$ cat src/rtl/seq_prog_erase_defs.vh
/*
  Constants for the sequential program / block erase sequencer.
  Assumes inclusion by bare name from rtl/.
*/
`ifndef SEQ_PROG_ERASE_DEFS_VH
`define SEQ_PROG_ERASE_DEFS_VH

// ==========================================
// Opcodes
`define OP_SEQ_PROG_A 8'had
`define OP_SEQ_PROG_B 8'haf
`define OP_ERASE_4K 8'h20
`define OP_ERASE_32K 8'h52
`define OP_ERASE_64K 8'hd8
`define OP_WRITE_DISABLE 8'h04
`define OP_WRITE_ENABLE 8'h06
`define OP_READ_STATUS 8'h05

// ==========================================
// Status byte fields
`define STAT_BUSY_BIT 0
`define STAT_WEL_BIT 1
`define STAT_EPE_BIT 5

// ==========================================
// Array geometry
`define ADDR_LAST 24'h0fffff
`define SECTOR_SHIFT 16
`define MASK_4K 24'hfff000
`define MASK_32K 24'hff8000
`define MASK_64K 24'hff0000

// ==========================================
// Timing, times in us at 250 MHz
`define CLK_MHZ 250
`define BYTE_PROGRAM_TIME_US 7
`define BLOCK_ERASE_TIME_US 50000

`endif

$ cat src/rtl/spi_frame_rx.v
/*
  SPI mode 0/3 receiver: samples SCK, CS_n and SI on i_clk, delivers bytes.
  Assumes SCK well below i_clk/4 (32 ns in the bench).
*/
module spi_frame_rx (
  // Clock and reset
  input wire i_clk,
  input wire i_reset,
  // Pins
  input wire i_sck,
  input wire i_cs_n,
  input wire i_si,
  input wire i_so_bit,
  // Frame events
  output reg o_frame_start,
  output reg o_frame_end,
  output reg o_byte_valid,
  output reg [7:0] o_byte,
  output reg o_aligned,
  output reg o_fall,
  output reg o_so
);
  // ==========================================
  // Two-stage synchronisers
  reg [1:0] sck_sync_reg, cs_sync_reg, si_sync_reg;
  reg sck_d_reg, cs_d_reg;
  reg [2:0] bit_cnt_reg;
  reg [7:0] shift_reg;
  wire sck_s = sck_sync_reg[1];
  wire cs_s = cs_sync_reg[1];
  wire rise = sck_s & ~sck_d_reg;
  wire fall = ~sck_s & sck_d_reg;
  always @(posedge i_clk) begin
    if (i_reset) begin
      sck_sync_reg <= 2'h0;
      cs_sync_reg <= 2'h3;
      si_sync_reg <= 2'h0;
      sck_d_reg <= 1'b0;
      cs_d_reg <= 1'b1;
      bit_cnt_reg <= 3'h0;
      shift_reg <= 8'h00;
      o_frame_start <= 1'b0;
      o_frame_end <= 1'b0;
      o_byte_valid <= 1'b0;
      o_byte <= 8'h00;
      o_aligned <= 1'b1;
      o_fall <= 1'b0;
      o_so <= 1'b0;
    end else begin
      sck_sync_reg <= {sck_sync_reg[0], i_sck};
      cs_sync_reg <= {cs_sync_reg[0], i_cs_n};
      si_sync_reg <= {si_sync_reg[0], i_si};
      sck_d_reg <= sck_s;
      cs_d_reg <= cs_s;
      o_frame_start <= cs_d_reg & ~cs_s;
      o_frame_end <= ~cs_d_reg & cs_s;
      o_byte_valid <= 1'b0;
      o_fall <= ~cs_s & fall;
      if (fall & ~cs_s) begin
        o_so <= i_so_bit;
      end
      if (cs_s) begin
        bit_cnt_reg <= 3'h0;
        if (cs_d_reg) begin
          o_aligned <= 1'b1;
        end
      end else if (rise) begin
        shift_reg <= {shift_reg[6:0], si_sync_reg[1]};
        bit_cnt_reg <= bit_cnt_reg + 3'h1;
        o_aligned <= (bit_cnt_reg == 3'h7);
        if (bit_cnt_reg == 3'h7) begin
          o_byte_valid <= 1'b1;
          o_byte <= {shift_reg[6:0], si_sync_reg[1]};
        end
      end
    end
  end
endmodule // spi_frame_rx

$ cat src/rtl/seq_prog_erase.v
/*
  Sequential byte program and block erase sequencer of a serial flash.
  Assumes the array and sector protection bits sit outside, reached by
  a one-cycle write/erase strobe and a protect lookup port.
*/
// Function
// RULE1: Sequential mode entry needs write enable latch already set by host.
// RULE2: Opcode ADh/AFh, first frame carries three address bytes then data byte.
// RULE3: Frame end starts self-timed byte program at held address.
// RULE4: Later frames carry opcode and data only; counter supplies next address.
// RULE5: Active sequential mode accepts cycles without fresh write enable.
// RULE6: Write disable frame clears latch and leaves sequential mode.
// RULE7: Only the last complete data byte of a frame is programmed.
// RULE8: Missing data or misaligned end aborts program and clears latch.
// RULE9: Protected start address aborts at frame end and clears latch.
// RULE10: Counter never wraps; after last byte mode ends, latch cleared.
// RULE11: Crossing into protected sector ends mode and clears latch.
// RULE12: Status reads allowed while busy and report busy.
// RULE13: Host polls status rather than waiting the full program time.
// RULE14: Failed program or erase sets the program/erase error flag.
// RULE15: Opcode picks erase size 4K, 32K or 64K; erased bits read one.
// RULE16: Block erase needs write enable latch set beforehand.
// RULE17: Erase takes opcode and three address bytes, extras ignored.
// RULE18: Low address bits inside the block are not decoded.
// RULE19: Short address or misaligned end aborts erase without erasing.
// RULE20: Any protected sector inside the block cancels the erase.
// RULE21: Erase aborts for short address or protection clear the latch.
// RULE22: Successful erase clears the latch before it completes.
// RULE23: Write disable is opcode 04h alone in its frame; code also accepts 04h followed by whole extra bytes.
// RULE24: Write enable is opcode 06h; latch set at frame end.
// RULE25: After reset sequential mode is off.
`include "seq_prog_erase_defs.vh"

module seq_prog_erase #(
  parameter BYTE_PROGRAM_CYCLES = `BYTE_PROGRAM_TIME_US * `CLK_MHZ,
  parameter BLOCK_ERASE_CYCLES = `BLOCK_ERASE_TIME_US * `CLK_MHZ
) (
  // Clock and reset
  input wire i_clk,
  input wire i_reset,
  // SPI pins
  input wire i_sck,
  input wire i_cs_n,
  input wire i_si,
  output wire o_so,
  output wire o_so_oe_n,
  // Sector protection lookup, one bit per 64K sector
  input wire [15:0] i_sector_protected,
  // Array operations
  output reg o_prog_strobe,
  output reg o_erase_strobe,
  output reg [23:0] o_array_byte_address,
  output reg [23:0] o_erase_mask,
  output reg [7:0] o_prog_data,
  input wire i_op_fail,
  // Status
  output wire o_busy,
  output wire o_write_enable_latch,
  output wire o_program_erase_error_flag,
  output wire o_seq_mode
);
  // ==========================================
  // Cycle counts derived from times
  localparam [31:0] PROG_CYC = BYTE_PROGRAM_CYCLES;
  localparam [31:0] ERASE_CYC = BLOCK_ERASE_CYCLES;

  // Command states
  localparam [2:0] S_OPCODE = 3'd0;
  localparam [2:0] S_ADDR = 3'd1;
  localparam [2:0] S_DATA = 3'd2;
  localparam [2:0] S_STATUS = 3'd3;
  localparam [2:0] S_IGNORE = 3'd4;

  wire frame_start;
  wire frame_end;
  wire byte_valid;
  wire aligned;
  wire sck_fall;
  wire [7:0] rx_byte;
  reg so_bit;

  spi_frame_rx u_rx (
    .i_clk(i_clk),
    .i_reset(i_reset),
    .i_sck(i_sck),
    .i_cs_n(i_cs_n),
    .i_si(i_si),
    .i_so_bit(so_bit),
    .o_frame_start(frame_start),
    .o_frame_end(frame_end),
    .o_byte_valid(byte_valid),
    .o_byte(rx_byte),
    .o_aligned(aligned),
    .o_fall(sck_fall),
    .o_so(o_so)
  );

  // ==========================================
  // Registers
  reg [2:0] state_reg;
  reg [7:0] opcode_reg;
  reg [1:0] addr_cnt_reg;
  reg [23:0] addr_reg;
  reg [23:0] seq_addr_reg;
  reg data_ok_reg;
  reg [7:0] data_reg;
  reg wel_reg;
  reg seq_reg;
  reg epe_reg;
  reg busy_reg;
  // One timer serves both operations; they never overlap
  reg [31:0] timer_reg;
  reg [7:0] status_shift_reg;
  reg cs_low_reg;

  wire op_seq = (opcode_reg == `OP_SEQ_PROG_A) || (opcode_reg == `OP_SEQ_PROG_B); // RULE2
  wire op_erase = (opcode_reg == `OP_ERASE_4K) || (opcode_reg == `OP_ERASE_32K) ||
                  (opcode_reg == `OP_ERASE_64K);

  // ==========================================
  // Erase block mask and protection span
  // Default arm is the 64K mask; only erase opcodes reach the strobe
  reg [23:0] erase_mask;
  always @* begin
    case (opcode_reg) // RULE15
      `OP_ERASE_4K: erase_mask = `MASK_4K;
      `OP_ERASE_32K: erase_mask = `MASK_32K;
      default: erase_mask = `MASK_64K;
    endcase
  end
  wire [23:0] erase_base = addr_reg & erase_mask; // RULE18
  // Blocks never exceed one 64K sector, so one bit covers the span
  wire [3:0] erase_sector = erase_base[`SECTOR_SHIFT+3:`SECTOR_SHIFT];
  wire erase_protected = i_sector_protected[erase_sector]; // RULE20

  // Target address for this program cycle
  wire [23:0] prog_addr = seq_reg ? seq_addr_reg : addr_reg; // RULE4
  wire [3:0] prog_sector = prog_addr[`SECTOR_SHIFT+3:`SECTOR_SHIFT];
  wire prog_protected = i_sector_protected[prog_sector];
  wire [23:0] next_addr = prog_addr + 24'h000001;
  wire [3:0] next_sector = next_addr[`SECTOR_SHIFT+3:`SECTOR_SHIFT];
  wire at_end = (prog_addr == `ADDR_LAST); // RULE10
  wire next_protected = i_sector_protected[next_sector]; // RULE11

  // ==========================================
  // Command decode and execution
  always @(posedge i_clk) begin
    if (i_reset) begin
      state_reg <= S_OPCODE;
      opcode_reg <= 8'h00;
      addr_cnt_reg <= 2'h0;
      addr_reg <= 24'h000000;
      seq_addr_reg <= 24'h000000;
      data_ok_reg <= 1'b0;
      data_reg <= 8'h00;
      wel_reg <= 1'b0;
      seq_reg <= 1'b0; // RULE25
      epe_reg <= 1'b0;
      busy_reg <= 1'b0;
      timer_reg <= 32'h0;
      status_shift_reg <= 8'h00;
      cs_low_reg <= 1'b0;
      o_prog_strobe <= 1'b0;
      o_erase_strobe <= 1'b0;
      o_array_byte_address <= 24'h000000;
      o_erase_mask <= 24'h000000;
      o_prog_data <= 8'hff;
    end else begin
      o_prog_strobe <= 1'b0;
      o_erase_strobe <= 1'b0;
      // Self-timed operation
      if (busy_reg) begin
        if (timer_reg == 32'h1) begin
          busy_reg <= 1'b0;
          if (i_op_fail) begin
            epe_reg <= 1'b1; // RULE14
          end
        end
        timer_reg <= timer_reg - 32'h1;
      end
      if (frame_start) begin
        cs_low_reg <= 1'b1;
        state_reg <= S_OPCODE;
        // Stale opcode would let an empty frame commit the last command again
        opcode_reg <= 8'h00;
        addr_cnt_reg <= 2'h0;
        data_ok_reg <= 1'b0;
      end
      // Status byte advances on each falling SCK
      if (sck_fall) begin
        status_shift_reg <= {status_shift_reg[6:0], 1'b0};
      end
      if (byte_valid) begin
        case (state_reg)
          S_OPCODE: begin
            opcode_reg <= rx_byte;
            if (rx_byte == `OP_READ_STATUS) begin
              state_reg <= S_STATUS;
              status_shift_reg <= {2'b00, epe_reg, 3'b000, wel_reg, busy_reg}; // RULE12
            end else if (busy_reg) begin
              // Only status reads are served while an operation runs
              state_reg <= S_IGNORE;
            end else if ((rx_byte == `OP_SEQ_PROG_A) || (rx_byte == `OP_SEQ_PROG_B)) begin
              state_reg <= seq_reg ? S_DATA : S_ADDR; // RULE4
            end else if ((rx_byte == `OP_ERASE_4K) || (rx_byte == `OP_ERASE_32K) ||
                         (rx_byte == `OP_ERASE_64K)) begin
              state_reg <= S_ADDR; // RULE17
            end else begin
              state_reg <= S_IGNORE;
            end
          end
          S_ADDR: begin
            // Big-endian: first address byte ends up in bits 23:16
            addr_reg <= {addr_reg[15:0], rx_byte};
            addr_cnt_reg <= addr_cnt_reg + 2'h1;
            if (addr_cnt_reg == 2'h2) begin
              state_reg <= op_seq ? S_DATA : S_IGNORE; // RULE17
            end
          end
          S_DATA: begin
            data_reg <= rx_byte; // RULE7
            data_ok_reg <= 1'b1;
          end
          S_STATUS: begin
            status_shift_reg <= {2'b00, epe_reg, 3'b000, wel_reg, busy_reg}; // RULE12
          end
          default: begin
            state_reg <= S_IGNORE;
          end
        endcase
      end
      // Frame end: commit or abort
      // The aligned flag still describes this frame when frame_end arrives
      if (frame_end && cs_low_reg) begin
        cs_low_reg <= 1'b0;
        state_reg <= S_OPCODE;
        if (busy_reg || state_reg == S_STATUS) begin
          // Nothing to commit
        end else if (opcode_reg == `OP_WRITE_ENABLE && aligned) begin
          wel_reg <= 1'b1; // RULE24
        end else if (opcode_reg == `OP_WRITE_DISABLE && aligned) begin
          wel_reg <= 1'b0; // RULE23
          seq_reg <= 1'b0; // RULE6
        end else if (op_seq && state_reg != S_IGNORE) begin
          if (!wel_reg) begin
            // Entry or continuation refused without the latch
            seq_reg <= 1'b0; // RULE1
          end else if (!data_ok_reg || !aligned) begin
            wel_reg <= 1'b0; // RULE8
          end else if (prog_protected) begin
            wel_reg <= 1'b0; // RULE9
            seq_reg <= 1'b0;
          end else begin
            o_prog_strobe <= 1'b1; // RULE3
            o_array_byte_address <= prog_addr;
            o_prog_data <= data_reg;
            busy_reg <= 1'b1;
            timer_reg <= PROG_CYC;
            // No wrap and no skipping over a protected sector
            if (at_end || next_protected) begin
              seq_reg <= 1'b0; // RULE10 RULE11
              wel_reg <= 1'b0;
            end else begin
              seq_reg <= 1'b1; // RULE5
              seq_addr_reg <= next_addr;
            end
          end
        end else if (op_erase) begin
          if (!wel_reg) begin
            // Erase refused without the latch
            wel_reg <= 1'b0; // RULE16
          end else if (addr_cnt_reg != 2'h3 || !aligned) begin
            wel_reg <= 1'b0; // RULE19 RULE21
          end else if (erase_protected) begin
            wel_reg <= 1'b0; // RULE20 RULE21
          end else begin
            o_erase_strobe <= 1'b1;
            o_array_byte_address <= erase_base;
            o_erase_mask <= erase_mask;
            busy_reg <= 1'b1;
            timer_reg <= ERASE_CYC;
            wel_reg <= 1'b0; // RULE22
            seq_reg <= 1'b0;
          end
        end
      end
    end
  end

  // Bit leaves on each falling SCK, so the host samples it settled
  always @* begin
    so_bit = status_shift_reg[7];
  end

  // ==========================================
  // Outputs
  assign o_so_oe_n = ~(cs_low_reg && state_reg == S_STATUS);
  assign o_busy = busy_reg; // RULE12
  assign o_write_enable_latch = wel_reg;
  assign o_program_erase_error_flag = epe_reg;
  assign o_seq_mode = seq_reg;
endmodule // seq_prog_erase

$ cat config.mk
export PLATFORM = sky130hd
export DESIGN_NAME = seq_prog_erase
export DESIGN_NICKNAME = d
export VERILOG_FILES = /design/src/rtl/spi_frame_rx.v /design/src/rtl/seq_prog_erase.v
export VERILOG_INCLUDE_DIRS = /design/src /design/src/rtl
export SDC_FILE = /design/constraint.sdc
export NUM_CORES = 1
export LEC_CHECK = 0
export BUFFER_PORTS_ARGS = -buffer_cell sky130_fd_sc_hd__buf_2
export CORE_ASPECT_RATIO = 0.9
export CORE_UTILIZATION = 45
export DETAILED_ROUTE_END_ITERATION = 8
export GPL_ROUTABILITY_DRIVEN = 0
export PLACE_DENSITY = 0.64
export SLEW_MARGIN = 0
export SYNTH_ARGS = -nofsm -noshare
export SYNTH_HDL_FRONTEND = slang
export SYNTH_HIERARCHICAL = 1
export SYNTH_SLANG_ARGS = --single-unit
$ cat constraint.sdc
create_clock -name i_clk -period 4.8 [get_ports i_clk]
set_input_delay 0.72 -clock i_clk [delete_from_list [all_inputs] [get_ports i_clk]]
set_output_delay 0.72 -clock i_clk [all_outputs]
set_load 0.01 [all_outputs]
==> results.sh <==
export IMPL_worstSetupPathType="flip-flop to flip-flop"
export IMPL_port_buffers=73
export IMPL_syn_to_final_growth_pct=10.5
export IMPL_syn_inst=1103
export IMPL_vdd_ir_drop_max_mv=0.162
export IMPL_crit_path_frequent_cell="mux2i_1"
export IMPL_first_iter_violations=584
export IMPL_die_h_um=138
export IMPL_reg2reg_slack_ns=0.66
export IMPL_violations="DRC"
export IMPL_antenna_cells=0
export IMPL_clock_path_buffers=2
export IMPL_max_slew_margin_rel_pct=35.1
export IMPL_first_pass_iters=7
export IMPL_initial_core_util_pct=45.9
export IMPL_die_width_um=153
export IMPL_crit_fanout=21
export IMPL_fill_cells=1954
export IMPL_fin_nets=1161
export IMPL_hold_viol=0
export IMPL_grt_max_degree=80
export IMPL_hold_ws_ns=0.413
export IMPL_ant_nets=0
export IMPL_slew_viol_final=0
export IMPL_ys_ff_latch=184
export IMPL_route_detailed_wl_per_inst_um=15.7
export IMPL_crit_required_ns=5.10
export IMPL_synth_top_cell_by_area="dfxtp_1"
export IMPL_dp_hpwl_mm=15.3
export IMPL_yosysSeqAreaShare_pct=40.1
export IMPL_die_area_um2=21000
export IMPL_cp_num_buf_inv=3
export IMPL_tightest_slew_ns=0.971
export IMPL_rows=49
export IMPL_start_kind="flip-flop"
export IMPL_cts_tree="built"
export IMPL_hold_buffers=0
export IMPL_grt_pass1_vias=6928
export IMPL_post_cts_resized=0
export IMPL_overflow=0
export IMPL_largest_reg_flops=32
export IMPL_post_route_min_period_ns=4.14
export IMPL_setup_violations=0
export IMPL_drc=10
export IMPL_finalSetupTns_ns=0
export IMPL_cp_end_kind="flip-flop"
export IMPL_io_pin_count=86
export IMPL_cts_root_buffer="clkbuf_16"
export IMPL_yosysMostFrequentCell="dfxtp_1"
export IMPL_synthFlopType="dfxtp_1"
export IMPL_drive_gt1_share_pct=13.1
export IMPL_post_route_period_util_pct=86.3
export IMPL_post_synth_instance_area_um2=9180
export IMPL_max_freq_ghz=0.241
export IMPL_cts_made_buffers=17
export IMPL_outcome="finished with violations"
export IMPL_synth_cell_types=83
export IMPL_rsz0062_at_grt="false"
export IMPL_synth_top_cell_area_share_pct=40.1
export IMPL_via_per_inst=5.56
export IMPL_postCtsSetupBuffers=0
export IMPL_synth_edf_count=0
export IMPL_clk_pin_slew_ns=0.08
export IMPL_hold_class="flip-flop to flip-flop"
export IMPL_synthTopCellsByCount="dfxtp_1, nand2_1, nor2_1, a21oi_1, mux2i_1"
export IMPL_cts_sinks=184
export IMPL_cts_htree_levels=4
export IMPL_slowest_delay_ns=0.55
export IMPL_wl_mm=22.0
export IMPL_antenna_found_initial=0
export IMPL_yosys_warnings=6
export IMPL_grt_pass1_wl_mm=35.7
export IMPL_cellPowerDensity_nw_per_um2=296
export IMPL_path_cells="mux2i_1 -> inv_1 -> ha_1 -> nor3b_1 -> o2111ai_2 -> xor2_1 -> buf_4 -> mux2i_1 -> a22o_1 -> a211o_2 -> o21ai_4 -> buf_4 -> mux2i_1 -> nor2_1"
export IMPL_core_area_um2=20000
export IMPL_cp_slowest_cell="dfxtp_2"
export IMPL_gr_usage_all_layers_pct=21.4
export IMPL_synth_area_per_cell_um2=8.33
export IMPL_p_leak_nw=3.78
export IMPL_num_vias=7783
export IMPL_synth_area_leaders="dfxtp_1, mux2i_1, a21oi_1"
export IMPL_async_flop_share_pct=0
export IMPL_cpLargestDelayFamily="compound AO/OA/AOI/OAI gates"
export IMPL_arrival_ns=4.44
export IMPL_insertion_delay_ns=0.44
export IMPL_skew_ns=0.0105
export IMPL_max_cap_violations=0
==> cell usage in the layout, fill, tap and decap left out, types with 16 or more instances in the layout <==
master,Yosys,layout
o21ai_0,19,19
nand2_1,150,150
dfxtp_1,184,183
a21oi_1,118,118
nor3_1,33,32
nand3_1,24,24
nor2_1,139,139
buf_2,9,72
xor2_1,18,18
xnor2_1,27,27
mux2i_1,64,64
nor3b_1,20,20
nor2b_1,26,26
inv_1,16,16
clkbuf_16,0,17
==> power by group <==
part	internal, W	switching (W)	leakage [nW]	total (W)
clock	0.000738	0.000665	0.281	0.00140
sequential	0.00153	0.00000366	1.48	0.00153
combinational	0.0000212	0.0000446	2.01	0.0000658
==> area by class of cell <==
type | count | area, um2 | share of cell area [%]
Clock inverter | 14 | 161 | 1.59
Inverter | 16 | 60.1 | 0.592
Timing Repair Buffer | 87 | 485 | 4.78
Tap cell | 255 | 319 | 3.14
Clock buffer | 18 | 429 | 4.23
Sequential cell | 184 | 3680 | 36.3
Multi-Input combinational cell | 826 | 5010 | 49.4
==> metrics by stage <==
stage | std cells | total power, W | setup slack (ns) | area, um2 | util (%)
6_report | 1400 | 0.00300 | 0.656 | 10100 | 50.8
2_1_floorplan | 1114 | 0.00162 | 1.09 | 9220 | -
5_1_grt | 1400 | 0.00311 | 0.381 | 10100 | 50.8
3_3_place_gp | 1368 | 0.00163 | 0.735 | 9560 | 47.8
4_1_cts | 1400 | 0.00303 | 0.703 | 10100 | 50.8
3_5_place_dp | 1368 | 0.00163 | 0.715 | 9560 | 47.8
==> cells by family after synthesis <==
logic type / Yosys count / share of synthesized area [%]
and+or+nand+nor: 473 / 24.6
AOI/OAI and AO/OA: 210 / 14.1
other: 1 / 0.0408
muxes: 79 / 9.99
adders and majority gates: 7 / 0.954
buffers and inverters: 104 / 5.85
DFF: 184 / 40.1
xor gates and xnor gates: 45 / 4.29
==> path summary, 6_finish.rpt <==
check	to	start	cells past startpoint
max	seq_addr_reg[7]$_SDFFE_PP0P_	o_seq_mode$_SDFFE_PP0P_	14
min	u_rx/cs_sync_reg[1]$_SDFF_PP1_	u_rx/cs_sync_reg[0]$_SDFF_PP1_	1
max reg2reg	seq_addr_reg[7]$_SDFFE_PP0P_	o_seq_mode$_SDFFE_PP0P_	14
min reg2reg	u_rx/cs_sync_reg[1]$_SDFF_PP1_	u_rx/cs_sync_reg[0]$_SDFF_PP1_	1
==> metal layers <==
layer	global-route usage, %	wire length, um	vias to the layer above	part of all wire, %
met3	3.24	1020	24	4.6
met1	31.0	11100	3690	51
li1	-	-	3870	-
met4	7.74	347	0	1.6
met2	32.0	9490	199	43
met5	0	0	-	0
Power figures use the tool's default switching activity.
